[config.mk]
export PLATFORM = sky130hd
export DESIGN_NAME = tio_top
export DESIGN_NICKNAME = d
export VERILOG_FILES = /design/src/common/tio_pkg.sv /design/src/hdl/tio_inchan.sv /design/src/hdl/tio_top.sv
export SDC_FILE = /design/constraint.sdc
export NUM_CORES = 1
export LEC_CHECK = 0
export ABC_AREA = 1
export BUFFER_PORTS_ARGS = -buffer_cell sky130_fd_sc_hd__buf_4
export CORE_MARGIN = 1
export CORE_UTILIZATION = 40
export DETAILED_ROUTE_END_ITERATION = 8
export PLACE_DENSITY = 0.67
export SLEW_MARGIN = 10
export SYNTH_ARGS = -nofsm -noshare
export SYNTH_HDL_FRONTEND = slang
export SYNTH_SLANG_ARGS = --single-unit
[constraint.sdc]
create_clock -name MCLK -period 3.25 [get_ports MCLK]
set_input_delay 0.325 -clock MCLK [delete_from_list [all_inputs] [get_ports MCLK]]
set_output_delay 0.325 -clock MCLK [all_outputs]
set_load 0.1 [all_outputs]
[src/common/tio_pkg.sv]
// Behaviour
// - There are four independent TTL inputs, two TTL outputs and two relay outputs, each controlled on its own.
// - Each TTL input is assigned either to schedule start/resume or to sample temperature control.
// - Each input has four control types (normal edge, inverted edge, normal pulse, inverted pulse), normal edge after reset.
// - In normal edge mode a falling transition activates the assigned function.
// - Start/resume starts the schedule when it is not running and resumes it when it is on hold.
// - In edge modes the deactivating transition does nothing to an input assigned to start/resume.
// - In edge modes, for temperature control, the activating transition switches it on and the other one off.
// - Inverted edge mode is normal edge mode with rising and falling transitions swapped.
// - In normal pulse mode only the falling transition is active and the rising one is ignored.
// - In pulse modes an active pulse of at least 50 ms is always detected, so the driver must send at least that.
// - In pulse modes pulses of 4 ms or less are ignored; widths in between may go either way.
// - Inverted pulse mode is normal pulse mode with the active and ignored transitions swapped.
// - Each relay is open while its state is off and closed only while its state is on.
// - Each TTL output idles high and is driven low for the on state.
// - Writing 1 to an output state turns that output on and writing 0 turns it off.
package tio_pkg;

  localparam int N_IN = 4;
  localparam int N_TTL = 2;
  localparam int N_RLY = 2;

  // timebase
  localparam int CLK_HZ = 20_000_000;
  localparam int MS_PER_S = 1000;
  localparam int TICK_MS = 1;
  localparam int TICK_CYC_DEF = CLK_HZ / MS_PER_S * TICK_MS;
  localparam int PULSE_SURE_MS = 50;
  localparam int PULSE_IGN_MS = 4;
  // one tick more than the ignore limit: tick phase is unknown at pulse start
  localparam int QUAL_TICKS = PULSE_IGN_MS / TICK_MS + 1;
  localparam int QCNT_W = 3;

  // register map, byte addresses
  localparam int ADDR_W = 4;
  localparam logic [ADDR_W-1:0] OFF_CFG = 4'h0;
  localparam logic [ADDR_W-1:0] OFF_OUT = 4'h4;
  localparam logic [ADDR_W-1:0] OFF_STAT = 4'h8;
  localparam logic [ADDR_W-1:0] OFF_EVT = 4'hC;
  localparam int DATA_W = 32;
  localparam int EVT_W = 8;

  typedef enum logic [1:0] {TIO_NEDGE, TIO_IEDGE, TIO_NPULSE, TIO_IPULSE} tio_mode_t;
  typedef enum logic {TIO_FN_SCHED, TIO_FN_TEMP} tio_fn_t;

  typedef struct packed {
    tio_fn_t fn;
    tio_mode_t mode;
  } tio_cfg_t;

  localparam int CFG_W = $bits(tio_cfg_t);
  localparam int CFG_REG_W = CFG_W * N_IN;
  localparam logic [CFG_REG_W-1:0] CFG_RST = 12'h000;

  typedef struct packed {
    logic [N_RLY-1:0] rly;
    logic [N_TTL-1:0] ttl;
  } tio_out_t;

  localparam int OUT_W = $bits(tio_out_t);
  localparam logic [OUT_W-1:0] OUT_RST = 4'h0;

  typedef struct packed {
    logic hold;
    logic run;
    logic temp;
    logic [N_IN-1:0] lvl;
  } tio_stat_t;

  typedef struct packed {
    logic act;
    logic deact;
  } tio_evt_t;

  typedef enum logic [1:0] {TIO_ST_IDLE, TIO_ST_QUAL, TIO_ST_HELD} tio_qst_t;

endpackage

[src/hdl/tio_inchan.sv]
`timescale 1ns/1ns
module tio_inchan (
  // clock and reset
  input wire logic clk,
  input wire logic rst_n,
  // pin and timebase
  input wire logic pin,
  input wire logic tick,
  // channel setup
  input tio_pkg::tio_cfg_t cfg,
  // results
  output tio_pkg::tio_evt_t evt,
  output logic lvl
);
  import tio_pkg::*;

  logic sync1_ff, sync2_ff, prev_ff;
  tio_qst_t state_ff, nxt_state;
  logic [QCNT_W-1:0] qcnt_ff, nxt_qcnt;
  tio_evt_t evt_ff, nxt_evt;

  always_ff @(posedge clk or negedge rst_n) begin
    if (!rst_n) begin
      sync1_ff <= 1'h1;
      sync2_ff <= 1'h1;
      prev_ff <= 1'h1;
    end else begin
      sync1_ff <= pin;
      sync2_ff <= sync1_ff;
      prev_ff <= sync2_ff;
    end
  end

  // a mode change alone gives no edge, as act_lvl and prev_act share the mode; software should reconfigure while idle
  wire inv = (cfg.mode == TIO_IEDGE) || (cfg.mode == TIO_IPULSE);
  wire pulse_md = (cfg.mode == TIO_NPULSE) || (cfg.mode == TIO_IPULSE);
  wire act_lvl = inv ? sync2_ff : ~sync2_ff;
  wire prev_act = inv ? prev_ff : ~prev_ff;
  wire act_edge = act_lvl & ~prev_act;
  wire deact_edge = ~act_lvl & prev_act;
  wire q_last = (qcnt_ff == QCNT_W'(QUAL_TICKS - 1));
  wire q_fire = (state_ff == TIO_ST_QUAL) & act_lvl & tick & q_last;

  always_comb begin
    nxt_state = state_ff;
    nxt_qcnt = qcnt_ff;
    case (state_ff)
      TIO_ST_IDLE: begin
        if (pulse_md && act_edge) begin
          nxt_state = TIO_ST_QUAL;
          nxt_qcnt = '0;
        end
      end
      TIO_ST_QUAL: begin
        if (!act_lvl || !pulse_md) begin
          nxt_state = TIO_ST_IDLE;
        end else if (tick) begin
          if (q_last) begin
            nxt_state = TIO_ST_HELD;
          end else begin
            nxt_qcnt = qcnt_ff + QCNT_W'(1);
          end
        end
      end
      TIO_ST_HELD: begin
        if (!act_lvl || !pulse_md) begin
          nxt_state = TIO_ST_IDLE;
        end
      end
      default: nxt_state = TIO_ST_IDLE;
    endcase
    nxt_evt.act = pulse_md ? q_fire : act_edge;
    nxt_evt.deact = ~pulse_md & deact_edge;
  end

  always_ff @(posedge clk or negedge rst_n) begin
    if (!rst_n) begin
      state_ff <= TIO_ST_IDLE;
      qcnt_ff <= '0;
      evt_ff <= '0;
    end else begin
      state_ff <= nxt_state;
      qcnt_ff <= nxt_qcnt;
      evt_ff <= nxt_evt;
    end
  end

  assign evt = evt_ff;
  assign lvl = sync2_ff;

  // helper: ticks seen while the pulse is active
  logic [QCNT_W:0] htick_ff;
  always_ff @(posedge clk or negedge rst_n) begin
    if (!rst_n) begin
      htick_ff <= '0;
    end else if (!act_lvl) begin
      htick_ff <= '0;
    end else if (tick && htick_ff != '1) begin
      htick_ff <= htick_ff + (QCNT_W + 1)'(1);
    end
  end
endmodule // tio_inchan

[src/hdl/tio_top.sv]
// Our own choices: register access over Avalon-MM and the register addresses.
`timescale 1ns/1ns
module tio_top #(
  parameter int TICK_CYC = tio_pkg::TICK_CYC_DEF
) (
  // clock and reset
  input wire logic MCLK,
  input wire logic RST_N,
  // avalon-mm slave
  input wire logic [tio_pkg::ADDR_W-1:0] AVS_ADDRESS,
  input wire logic AVS_READ,
  input wire logic AVS_WRITE,
  input wire logic [tio_pkg::DATA_W-1:0] AVS_WRITEDATA,
  input wire logic [3:0] AVS_BYTEENABLE,
  output logic [tio_pkg::DATA_W-1:0] AVS_READDATA,
  output logic AVS_WAITREQUEST,
  // ttl inputs from the controlling instrument
  input wire logic [tio_pkg::N_IN-1:0] TTL_IN,
  // schedule engine
  input wire logic SCHED_RUNNING,
  input wire logic SCHED_HOLD,
  output logic SCHED_START,
  output logic SCHED_RESUME,
  // sample temperature control
  output logic TEMP_ON,
  output logic TEMP_OFF,
  output logic TEMP_CTRL,
  // outputs to external equipment
  output logic [tio_pkg::N_TTL-1:0] TTL_OUT_N,
  output logic [tio_pkg::N_RLY-1:0] RELAY_CLOSE
);
  import tio_pkg::*;

  localparam int TCNT_W = $clog2(TICK_CYC);

  // reset release through two flops
  logic [1:0] rst_sync_ff;
  always_ff @(posedge MCLK or negedge RST_N) begin
    if (!RST_N) begin
      rst_sync_ff <= 2'h0;
    end else begin
      rst_sync_ff <= {rst_sync_ff[0], 1'h1};
    end
  end
  wire rst_n = rst_sync_ff[1];

  // millisecond tick
  logic [TCNT_W-1:0] tcnt_ff, nxt_tcnt;
  logic tick_ff;
  wire tc_end = (tcnt_ff == TCNT_W'(TICK_CYC - 1));
  assign nxt_tcnt = tc_end ? '0 : tcnt_ff + TCNT_W'(1);

  always_ff @(posedge MCLK or negedge rst_n) begin
    if (!rst_n) begin
      tcnt_ff <= '0;
      tick_ff <= 1'h0;
    end else begin
      tcnt_ff <= nxt_tcnt;
      tick_ff <= tc_end;
    end
  end

  // register file
  logic [CFG_REG_W-1:0] cfg_ff, nxt_cfg;
  tio_out_t out_ff, nxt_out;
  logic [EVT_W-1:0] evt_cnt_ff, nxt_evt_cnt;
  logic waitreq_ff, nxt_waitreq;
  logic [DATA_W-1:0] rdata_ff, nxt_rdata;
  logic temp_ff, nxt_temp;

  // one wait state: take on the first edge, answer on the next
  wire req = AVS_READ | AVS_WRITE;
  wire take = req & waitreq_ff;
  wire commit = AVS_WRITE & ~waitreq_ff;
  wire sel_cfg = (AVS_ADDRESS == OFF_CFG);
  wire sel_out = (AVS_ADDRESS == OFF_OUT);
  wire sel_stat = (AVS_ADDRESS == OFF_STAT);
  wire sel_evt = (AVS_ADDRESS == OFF_EVT);

  wire [DATA_W-1:0] be_mask = {{8{AVS_BYTEENABLE[3]}}, {8{AVS_BYTEENABLE[2]}},
                               {8{AVS_BYTEENABLE[1]}}, {8{AVS_BYTEENABLE[0]}}};
  wire [DATA_W-1:0] cfg_word = DATA_W'(cfg_ff);
  wire [DATA_W-1:0] out_word = DATA_W'(out_ff);
  wire [DATA_W-1:0] evt_word = DATA_W'(evt_cnt_ff);
  tio_stat_t stat;
  assign stat.hold = SCHED_HOLD;
  assign stat.run = SCHED_RUNNING;
  assign stat.temp = temp_ff;
  wire [DATA_W-1:0] stat_word = DATA_W'(stat);

  wire [DATA_W-1:0] cfg_merge = (cfg_word & ~be_mask) | (AVS_WRITEDATA & be_mask);
  wire [DATA_W-1:0] out_merge = (out_word & ~be_mask) | (AVS_WRITEDATA & be_mask);

  assign nxt_cfg = (commit && sel_cfg) ? cfg_merge[CFG_REG_W-1:0] : cfg_ff;
  assign nxt_out = (commit && sel_out) ? tio_out_t'(out_merge[OUT_W-1:0]) : out_ff;
  assign nxt_waitreq = ~take;
  // unmapped addresses read as zero and ignore writes
  assign nxt_rdata = !take ? rdata_ff :
                     sel_cfg ? cfg_word :
                     sel_out ? out_word :
                     sel_stat ? stat_word :
                     sel_evt ? evt_word : 32'h0000_0000;

  always_ff @(posedge MCLK or negedge rst_n) begin
    if (!rst_n) begin
      cfg_ff <= CFG_RST;
      out_ff <= OUT_RST;
      waitreq_ff <= 1'h1;
      rdata_ff <= 32'h0000_0000;
    end else begin
      cfg_ff <= nxt_cfg;
      out_ff <= nxt_out;
      waitreq_ff <= nxt_waitreq;
      rdata_ff <= nxt_rdata;
    end
  end

  // input channels
  tio_cfg_t ch_cfg [N_IN];
  tio_evt_t ch_evt [N_IN];
  logic [N_IN-1:0] ch_lvl;
  logic [N_IN-1:0] act_sched, temp_on_e, temp_off_e, temp_tgl;

  for (genvar i = 0; i < N_IN; i++) begin : g_ch
    wire is_pulse = (ch_cfg[i].mode == TIO_NPULSE) || (ch_cfg[i].mode == TIO_IPULSE);
    wire is_temp = (ch_cfg[i].fn == TIO_FN_TEMP);
    assign ch_cfg[i] = tio_cfg_t'(cfg_ff[i*CFG_W +: CFG_W]);
    assign act_sched[i] = ch_evt[i].act & ~is_temp;
    assign temp_on_e[i] = ch_evt[i].act & is_temp & ~is_pulse;
    assign temp_off_e[i] = ch_evt[i].deact & is_temp & ~is_pulse;
    assign temp_tgl[i] = ch_evt[i].act & is_temp & is_pulse;
    tio_inchan u_ch (
      .clk(MCLK),
      .rst_n(rst_n),
      .pin(TTL_IN[i]),
      .tick(tick_ff),
      .cfg(ch_cfg[i]),
      .evt(ch_evt[i]),
      .lvl(ch_lvl[i])
    );
  end
  assign stat.lvl = ch_lvl;

  // function decode
  wire start_req = |act_sched;
  wire temp_on_req = |temp_on_e;
  wire temp_off_req = |temp_off_e;
  wire temp_tgl_req = |temp_tgl;
  // pulse mode has no off edge, so a pulse toggles; on beats off when both land together
  assign nxt_temp = temp_on_req ? 1'h1 :
                    temp_off_req ? 1'h0 :
                    temp_tgl_req ? ~temp_ff : temp_ff;
  wire nxt_start = start_req & ~SCHED_RUNNING;
  wire nxt_resume = start_req & SCHED_RUNNING & SCHED_HOLD;
  wire any_evt = start_req | temp_on_req | temp_off_req | temp_tgl_req;
  wire evt_clr = commit & sel_evt;
  // a clear in the same cycle as an event keeps that event
  assign nxt_evt_cnt = (evt_clr ? EVT_W'(0) : evt_cnt_ff) + EVT_W'(any_evt);

  logic sched_start_ff, sched_resume_ff, temp_on_ff, temp_off_ff;
  logic [N_TTL-1:0] ttl_n_ff;
  logic [N_RLY-1:0] rly_ff;

  always_ff @(posedge MCLK or negedge rst_n) begin
    if (!rst_n) begin
      temp_ff <= 1'h0;
      evt_cnt_ff <= '0;
      sched_start_ff <= 1'h0;
      sched_resume_ff <= 1'h0;
      temp_on_ff <= 1'h0;
      temp_off_ff <= 1'h0;
    end else begin
      temp_ff <= nxt_temp;
      evt_cnt_ff <= nxt_evt_cnt;
      sched_start_ff <= nxt_start;
      sched_resume_ff <= nxt_resume;
      temp_on_ff <= nxt_temp & ~temp_ff;
      temp_off_ff <= ~nxt_temp & temp_ff;
    end
  end

  // output pins follow the state one cycle later
  always_ff @(posedge MCLK or negedge rst_n) begin
    if (!rst_n) begin
      ttl_n_ff <= '1;
      rly_ff <= '0;
    end else begin
      ttl_n_ff <= ~out_ff.ttl;
      rly_ff <= out_ff.rly;
    end
  end

  assign AVS_READDATA = rdata_ff;
  assign AVS_WAITREQUEST = waitreq_ff;
  assign SCHED_START = sched_start_ff;
  assign SCHED_RESUME = sched_resume_ff;
  assign TEMP_ON = temp_on_ff;
  assign TEMP_OFF = temp_off_ff;
  assign TEMP_CTRL = temp_ff;
  assign TTL_OUT_N = ttl_n_ff;
  assign RELAY_CLOSE = rly_ff;
endmodule // tio_top

# After elaboration in Yosys (flattened, before gate mapping)
# Cells that the tools add are included.
[classes]
n_addsub = 6
eq_ne = 56
muxes = 65
bitwise = 96
reduce_logical = 47
[ops]
columns = ["cell", "count"]
rows = [
  ["$and 1x1->1", 56],
  ["$mux 3", 16],
  ["$mux 2", 20],
  ["$mux 8", 4],
  ["$not 1->1", 29],
  ["$and 12x12->12", 2],
  ["$eq 2x2->1 const B", 12],
  ["$ne 2x2->1 const B", 12],
  ["$pmux 2 s3", 4],
  ["$pmux 3 s2", 4],
  ["$reduce_and 5->1", 4],
  ["$eq 2x1->1 const B", 8],
  ["$ne 2x1->1 const B", 8],
  ["$reduce_and 4->1", 4],
  ["$reduce_or 4->1", 4],
  ["$add 15x1->15 const B", 1],
  ["$eq 15x15->1 const B", 1],
  ["$mux 1", 15],
  ["$mux 15", 1],
  ["$add 3x1->3 const B", 4],
  ["$eq 3x3->1 const B", 4],
  ["$logic_or 1x1->1", 12],
  ["$mux 12", 1],
  ["$ne 3x2->1 const B", 4],
  ["15 further kinds", 40],
]
[totals]
reg_bits = 124
in_bits = 50
output_inout_bits = 42
elab_cells = 314

# Longest topological paths before layout
# Gate-level depths: netlist of the first run.
[depth]
ltp_word = 9
ltp_mapped = 12
depth_no_buf = 11

# Modules after synthesis
# A second synthesis of the first run with hierarchy kept.
[hier_totals]
hier_cells = 660
hier_area_um2 = 5459.0
[by_module_without_submodules]
columns = ["mod", "n_inst", "cells_per_inst", "area_per_inst_um2", "seq_area_each_um2"]
rows = [
  ["tio_top", 1, 404, 3301.9, 1605.3],
  ["tio_inchan", 4, 64, 539.3, 254.0],
]

# Worst setup path before layout of the first run
# No wires, ideal clock.
[synth_timing]
path_type = "flip-flop to flip-flop"
from = "register waitreq_ff, in the netlist AVS_WAITREQUEST"
to = "register evt_cnt_ff[7]"
setup_ps = 116
t_arrival_ps = 1908
setup_slack_ps = 1225
path_stages_with_launch = 12
path_buffers = 1
period_less_slack_ps = 2025
cell_sequence = "dfstp_2 -> nor2_2 -> nand3_4 -> buf_6 -> nand2_1 -> inv_1 -> ha_1 -> nand3_1 -> nor2_1 -> nand2_1 -> nand2_1 -> nand2_1"
[synth_via]
elab_chain_cells = 5
[synth_lines]
columns = ["item", "line", "source"]
rows = [
  ["start: declaration", "tio_top.sv:67", "logic waitreq_ff, nxt_waitreq;"],
  ["start signal: assignment", "tio_top.sv:113", "waitreq_ff <= nxt_waitreq;"],
  ["$not 1->1", "tio_top.sv:74", "wire commit = AVS_WRITE & ~waitreq_ff;"],
  ["$and 1x1->1", "tio_top.sv:74", ""],
  ["$and 1x1->1", "tio_top.sv:156", "wire evt_clr = commit & sel_evt;"],
  ["$mux 8", "tio_top.sv:158", "assign nxt_evt_cnt = (evt_clr ? EVT_W'(0) : evt_cnt_ff) + EVT_W'(any_evt);"],
  ["$add 8x1->8", "tio_top.sv:158", ""],
  ["net nxt_evt_cnt[7]", "tio_top.sv:66", "logic [EVT_W-1:0] evt_cnt_ff, nxt_evt_cnt;"],
  ["end signal: assignment", "tio_top.sv:174", "evt_cnt_ff <= nxt_evt_cnt;"],
  ["end: declaration", "tio_top.sv:66", ""],
]
# The timed path passes the listed nets, and every way through them passes these cells.
# A chain may end at the register's enable or synchronous reset.

# Worst setup path in the final report of the first run
[layout_timing]
from = "register waitreq_ff, in the netlist AVS_WAITREQUEST"
to = "register rdata_ff[10], in the netlist AVS_READDATA[10]"
[layout_via]
elab_chain_cells = 1
[layout_lines]
columns = ["item", "line", "source"]
rows = [
  ["$and 1x1->1", "tio_top.sv:73", "wire take = req & waitreq_ff;"],
  ["end signal: assignment", "tio_top.sv:114", "rdata_ff <= nxt_rdata;"],
  ["end: declaration", "tio_top.sv:68", "logic [DATA_W-1:0] rdata_ff, nxt_rdata;"],
]
# Every way passes these cells.

==> impl_metrics.ini, run 1 <==
[clocking]
clkLatencyLatePin_ns = 0.35
cts-resized-gates = 0
clk_root_buffer_cell = clkbuf_16
cts_buffer_depth = 2
clkTransAtPathRegs_ns = 0.07
cts_buffers = 9
cts_tree = done
cts.sinks = 104
htree_levels = 3

[worst_setup_path]
required_ns = 3.50
worstSetupEndpointType = register
cp-start-kind = register
critPathArrivalTime_ns = 2.27
crit_type = register to register
cp_max_fo = 14

[timing]
slew-limit-headroom = 0.465
hold_viol = 0
post-route-period-util = 0.622
rsz0062_at_grt = no
finClkSkew_ns = 0.00646
fmax_mhz = 495
drv_slew = 0
setup_tns_ns = 0
finalSetupViolations = 0
tightest_slew_ns = 0.800
post-route-min-period_ns = 2.02

[global_route]
grt_max_degree = 62
grt.overflow.total = 0
grt_pass1_vias = 4029
antenna_found_initial = 0
grt_usage = 0.178
grt_pass1_wl_mm = 18.3

[synth]
synth-adder-area-share = 0.0265
synth.ff_latch_count = 104
synth_cell_type_count = 35
syn_area_per_cell_um2 = 8.56
yosysTopAreaCell = dfrtp_1
netlist_area_um2 = 5190
netlist.area_leader.share = 0.429
ys.flop_type = dfrtp_1
synth_area_leaders = dfrtp_1 43%, nand2_1 11%, dfstp_2 7.6%, nand3_1 5.2%, inv_1 5.1%
synth_top_family_by_area = simple AND/OR/NAND/NOR gates
synth-compound-area-share = 0.0644
synth_simple_gate_area_frac = 0.262
synth-edff-count = 0
synthMuxAreaShare = 0
yosysWarnings = 0
synthCells = 606
synth_xor_area_frac = 0.0468
synth_seq_area_share = 0.505
async_reset_ff_frac = 1.00

[placed_design]
dp_hpwl_mm = 7.96
io_buffers = 49
dpl_cell_area_um2 = 5660
routabilityCongestion = 0.849
placed_cells = 820

[detailed_routing]
via_count = 4047
routed.top_layer = met4
wl_met2_mm = 5.11
wl_met1_mm = 4.97
vias_per_cell = 4.84
routed_wl_mm = 10.8
drtAntennaViolNets = 0
wl_met3_um = 501
routedWlPerCell_um = 12.8
first_iter_violations = 180
drc = 0
dr.pass1.iters = 5

[status]
status = complete, no violations

[die]
initial_core_util = 0.411
core_area_um2 = 12600
ios = 92
die-area_um2 = 13400
die_w_um = 116
row_count = 41
chipHeight_um = 116

[finish]
final_cell_area_um2 = 5960
drive_above_1_share = 0.153
mostFrequentLayoutCell = nand2_1
syn2layout_area_growth_pct = 14.8
nets = 721
antenna_cells = 0
finalNonFillerCells = 837
final_cell_mix = 154 x nand2_1, 88 x dfrtp_1, 71 x inv_1

[power_and_ir_drop]
powerDensity_nw_per_um2 = 676
p_leak_nw = 3.01
ir_drop_v = 0.000424

[hold_path]
hold_class = input pin to register

[run]
drv_cap = 0
[power by group]
group          internal [W]  switching [W]
clock network      0.000605       0.000451
logic              0.000344       0.000912
registers           0.00151       0.000206
[stage by stage]
| stage | total power [W] | utilization | setup WS [ns] | hold WS (ns) |
|---|---|---|---|---|
| 2_1_floorplan | 0.00273 | - | 0.165 | 0.0294 |
| 3_3_place_gp | 0.00294 | 0.448 | 1.29 | 0.107 |
| 3_5_place_dp | 0.00300 | 0.448 | 1.24 | 0.109 |
| 4_1_cts | 0.00407 | 0.472 | 1.23 | 0.0658 |
| 5_1_grt | 0.00427 | 0.472 | 1.06 | 0.0607 |
| 6_report | 0.00403 | 0.472 | 1.23 | 0.0803 |
[metal layers]
| layer | up-vias | global-route usage |
|---|---|---|
| met5 | - | 0 |
| met4 | 0 | 0.0667 |
| met3 | 18 | 0.0403 |
| met2 | 114 | 0.291 |
| met1 | 1905 | 0.231 |
| li1 | 2010 | - |
[kinds of logic (layout without fill, tap and decap cells)]
family,after synthesis,after routing
compound gates,56,56
xor+xnor,26,26
fa+ha+maj,11,11
buf+inv,100,140
flops,104,104
other cells,2,21
simple gates,307,307
[layout make-up]
class,count,area [um^2]
clock buffers,16,292
fillers,1239,6660
multi-input cells,421,2150
flip-flops and latches,104,2630
inverters,73,274
repair buffers,51,398
well taps,172,215
[final timing paths]
path                                      start                     to  slack, ns  cells past startpoint
min in group asynchronous                 RST_N         rst_sync_ff[1]       0.28                      2
worst max-delay path            AVS_WAITREQUEST       AVS_READDATA[10]       1.23                      4
worst max register to register  AVS_WAITREQUEST       AVS_READDATA[10]       1.23                      4
worst min-delay path                  TTL_IN[1]  g_ch[1].u_ch.sync1_ff       0.08                      1
worst min register to register   rst_sync_ff[1]          evt_cnt_ff[2]       0.33                      0
max in group asynchronous        rst_sync_ff[1]  g_ch[2].u_ch.sync1_ff       2.15                      1
[repair_timing]
action / in CTS / in global routing
hold buffers: 1 / 0
buffers inserted: 0 / 0
hold endpoints to repair: 2 / 0
[critical path, cell delays in order, from the launching register on]
cell and delay, ns:
dfstp_2 0.55, inv_1 0.04, nor2_1 0.61, inv_1 0.38, o31ai_1 0.34
[synthesized netlist by cell type (all sizes together), types with 2 or more instances]
cell type / count
nand4: 14
a21oi: 16
xnor2: 9
inv: 73
nand3: 57
nor2: 59
ha: 11
dfstp: 15
conb: 2
o2111ai: 2
o21bai: 3
dfrtp: 89
buf: 27
xor2: 17
nor3: 19
o21ai: 25
o31ai: 6
nand2: 157
Note: power is estimated with default switching activity, not from simulation.
==> inputs of run 2 (changes only) <==
PLACE_DENSITY = 0.64   (was 0.67)
clock period = 1.9 ns   (was 3.25 ns; I/O delays follow)
==> impl_metrics.ini, run 2 (synthesis results as in run 1) <==
[hold_path]
hold_class = input pin to register
holdPathStages = 2
hp-start = SCHED_RUNNING
min_to = SCHED_START

[timing]
drv_slew = 0
fin_ws_ns = 0.184
finClkSkew_ns = 0.00694
hold_viol = 0
post-route-period-util = 0.903
fmax_mhz = 583
finalSetupViolations = 0
hold_slack_ns = 0.0162
post-route-min-period_ns = 1.72
setup_tns_ns = 0

[global_route]
busiest_layer = met2
grt.overflow.total = 0
grt_usage = 0.176
globalRouteMet2Util = 0.300
grt_max_degree = 36
grt_pass1_wl_mm = 18.5
grt_use_met1 = 0.228
antenna_found_initial = 0
grt.met3_usage = 0.0329
grt_pass1_vias = 4003

[power_and_ir_drop]
switchingPower_w = 0.00272
ir_drop_v = 0.000603
internal_power_w = 0.00454
powerDensity_nw_per_um2 = 1180
swShare = 0.375
clockPowerShare = 0.290
pwr-share-comb = 0.307
seq_power_share = 0.403
p_leak_nw = 3.11

[clocking]
cts_buffers = 9
cts_buffer_depth = 2
clk_root_buffer_cell = clkbuf_16
clkLatencyLatePin_ns = 0.34
clkTransAtPathRegs_ns = 0.07
htree_levels = 3
cts.sinks = 104
cts_tree = done

[worst_setup_path]
critical-path-top-delay-family = simple AND/OR/NAND/NOR gates
required_ns = 2.13
crit_chain = inv_1 > a22o_1 > nor2_2 > nand4_1 > ha_2 > nand3_1 > nor2_1 > xnor2_1
cp-start-kind = register
critPathArrivalTime_ns = 1.94
regToRegSetupSlack_ns = 0.18
crit_type = register to register
worstSetupEndpointType = register
r2r_end = evt_cnt_ff[4]
cp_num_buf_inv = 1
reg2reg_depth = 8
cp_max_fo = 4
max_stage_delay_ns = 0.38
crit_slowest_cell = dfrtp_1

[finish]
drive_above_1_share = 0.179
antenna_cells = 0
mostFrequentLayoutCell = nand2_1
syn2layout_area_growth_pct = 18.9
final_core_util = 0.489
n_fill_cell = 1195
final_cell_mix = 154 x nand2_1, 86 x dfrtp_1, 71 x inv_1
nets = 737

[detailed_routing]
dr.pass1.iters = 4
first_iter_violations = 150
routedWlPerCell_um = 12.6
drc = 0
vias_per_cell = 4.80
via_count = 4094
routed_wl_mm = 10.7
drtAntennaViolNets = 0

[die]
initial_core_util = 0.411
ios = 92
chipHeight_um = 116
die-area_um2 = 13400
core_area_um2 = 12600
row_count = 41
die_w_um = 116

[placed_design]
io_buffers = 49
pre_cts_slack_ns = 0.117
routabilityCongestion = 0.841
dp_hpwl_mm = 8.20

[status]
status = complete, no violations

[run]
drv_cap = 0
## run 2: cell count changes in the layout (fill, tap and decap cells not counted), moves of 3 or more
cell,change
clkbuf_8,-3
dlygate4sd3_1,+4
buf_4,+11
bufinv_16,+3
## run 2: stage by stage
step	area [um^2]	power (W)	cells
final	6170	0.00727	853
after global routing	6170	0.00768	853
after CTS	6160	0.00733	853
after detailed placement	5760	0.00518	832
after global placement	5760	0.00509	832
after floorplan	5270	0.00467	625
## run 2: per-layer routing
layer / up-vias / share of wire
li1: 2045 / -
met1: 1963 / 0.46
met2: 76 / 0.49
met3: 10 / 0.036
met4: 0 / 0.011
met5: - / 0
## run 2: power groups by stage
stage	registers (W)	logic (W)	clock network (W)
floorplan	0.00342	0.00124	0
global placement	0.00295	0.00215	0
detailed placement	0.00296	0.00222	0
CTS	0.00292	0.00224	0.00216
global route	0.00298	0.00245	0.00225
finish	0.00293	0.00223	0.00211
## run 2: how the worst max path moves through the flow
stage	startpoint	to	slack, ns	cells after the start
after global routing	register	evt_cnt_ff[6]	-0.02	9
after global placement	register	evt_cnt_ff[6]	0.15	10
final	register	evt_cnt_ff[4]	0.18	8
after floorplan	AVS_WAITREQUEST	evt_cnt_ff[7]	0.03	11
after detailed placement	register	evt_cnt_ff[6]	0.12	10
after CTS	register	evt_cnt_ff[6]	0.09	10
## run 2: timing repair
item                       4_1_cts  5_1_grt
setup endpoints to repair        0        4
resized for setup                0        5
buffers inserted                 0        0
hold buffers                     5        0
hold endpoints to repair         6        0
## run 2: cell type report
class / count / area, um^2 / area share
inverter: 73 / 274 / 0.0444
clock buffer: 11 / 243 / 0.0393
timing repair buffer: 67 / 541 / 0.0876
clock inverter: 5 / 104 / 0.0168
tap: 172 / 215 / 0.0349
sequential: 104 / 2630 / 0.426
multi-input combinational: 421 / 2170 / 0.351
## run 2: worst register-to-register path: stages (launching register included)
cell	delay [ns]
dfrtp_1	0.38
inv_1	0.08
a22o_1	0.24
nor2_2	0.12
nand4_1	0.20
ha_2	0.24
nand3_1	0.14
nor2_1	0.08
xnor2_1	0.12
==> inputs of run 3 (changes only) <==
CORE_UTILIZATION = 52   (was 40)
CTS_BUF_LIST = sky130_fd_sc_hd__clkbuf_4 sky130_fd_sc_hd__clkbuf_8   (was unset)
PLACE_DENSITY = 0.79   (was 0.64)
==> impl_metrics.ini, run 3 (synthesis results as in run 1) <==
[die]
chipHeight_um = 102
die_w_um = 102
row_count = 36
initial_core_util = 0.533
die-area_um2 = 10400
ios = 92
core_area_um2 = 9730

[worst_setup_path]
cp_max_fo = 5
required_ns = 2.18
cp-start-kind = register
crit_type = register to register
regToRegSetupSlack_ns = 0.16
critPathArrivalTime_ns = 2.02
worstSetupEndpointType = register

[hold_path]
hold_class = input pin to register

[finish]
drive_above_1_share = 0.179
syn2layout_area_growth_pct = 15.7
mostFrequentLayoutCell = nand2_1
final_cell_mix = 154 x nand2_1, 87 x dfrtp_1, 71 x inv_1
nets = 738
antenna_cells = 0

[clocking]
cts_buffer_depth = 2
cts.sinks = 104
clkTransAtPathRegs_ns = 0.10
clk_root_buffer_cell = clkbuf_8
cts_tree = done
htree_levels = 3
cts_buffers = 9
clkLatencyLatePin_ns = 0.38

[power_and_ir_drop]
p_leak_nw = 3.05
powerDensity_nw_per_um2 = 1110
ir_drop_v = 0.000676

[timing]
fin_ws_ns = 0.160
finClkSkew_ns = 0.00999
rsz0062_at_grt = no
slew-limit-headroom = 0.624
finalSetupViolations = 0
fmax_mhz = 575
post-route-period-util = 0.916
hold_viol = 0
post-route-min-period_ns = 1.74
tightest_slew_ns = 0.564
drv_slew = 0
setup_tns_ns = 0

[placed_design]
io_buffers = 49
routabilityCongestion = 0.859
dp_hpwl_mm = 8.00
pre_cts_slack_ns = 0.0804

[global_route]
antenna_found_initial = 0
grt_usage = 0.226
grt.overflow.total = 0
grt_pass1_vias = 3967
grt_max_degree = 41
grt_pass1_wl_mm = 18.0

[detailed_routing]
first_iter_violations = 171
via_count = 4165
dr.pass1.iters = 4
drtAntennaViolNets = 0
routed_wl_mm = 10.7
drc = 0
vias_per_cell = 5.11
routedWlPerCell_um = 13.2

[run]
drv_cap = 0

[status]
status = complete, no violations
run 3: cell count changes in the layout (fill, tap and decap cells not counted), sizes merged:
cell and change:
inv +3, bufinv -2, dlygate4sd3 +2, buf -1, clkbuf -1
run 3: where the power goes:
| group | internal [W] | total, W | switching, W | leakage (nW) |
|---|---|---|---|---|
| logic | 0.000637 | 0.00223 | 0.00160 | 1.63 |
| clock network | 0.000664 | 0.00146 | 0.000800 | 0.108 |
| registers | 0.00258 | 0.00294 | 0.000361 | 1.31 |
run 3: area by class of cell:
cell class,count,area (um^2)
fillers,835,3720
flip-flops and latches,104,2630
multi-input cells,421,2170
repair buffers,68,553
inverters,73,274
well taps,133,166
clock buffers,10,138
clock inverters,6,73.8
run 3: timing repair:
item                                   CTS  global route
hold buffers                             7             0
setup endpoints to repair                0             6
resized for setup                        0             5
setup buffers                            0             1
endpoints found under the hold margin    8             0
run 3: worst max-delay path, cell delays in order (launching register included):
cell	delay [ns]
dfrtp_2	0.41
inv_1	0.09
nand3_1	0.08
nand2_1	0.07
nor3_2	0.22
nand4_1	0.23
ha_2	0.26
nand3_1	0.09
nor2_2	0.06
nand3_1	0.07
nand2_1	0.06
run 3: worst paths after layout:
| path | startpoint | endpoint | cells after the start |
|---|---|---|---|
| max | register | evt_cnt_ff[7] | 10 |
| max reg2reg | register | evt_cnt_ff[7] | 10 |
| min | AVS_WRITEDATA[4] | register | 3 |
| max in group asynchronous | rst_sync_ff[1] | g_ch[2].u_ch.lvl | 1 |
| min reg2reg | rst_sync_ff[1] | evt_cnt_ff[6] | 0 |
| min in group asynchronous | RST_N | rst_sync_ff[1] | 2 |
run 3: through the flow:
| stage | power [W] | util | cell area, um^2 | hold WS (ns) | std cells |
|---|---|---|---|---|---|
| after floorplan | 0.00467 | - | 5270 | -0.106 | 625 |
| after global placement | 0.00506 | 0.586 | 5700 | -0.0277 | 791 |
| after detailed placement | 0.00517 | 0.586 | 5700 | -0.0243 | 791 |
| after CTS | 0.00665 | 0.615 | 5980 | 0.0109 | 814 |
| after global routing | 0.00702 | 0.617 | 6010 | 0.0160 | 815 |
| final | 0.00664 | 0.617 | 6010 | 0.0260 | 815 |
run 3: routing by layer:
metal | track usage | wire, um | vias to the layer above
met5 | 0 | 0 | -
met4 | 0.0681 | 136 | 0
met3 | 0.0486 | 464 | 15
met2 | 0.382 | 5270 | 103
met1 | 0.294 | 4850 | 1996
li1 | - | - | 2051
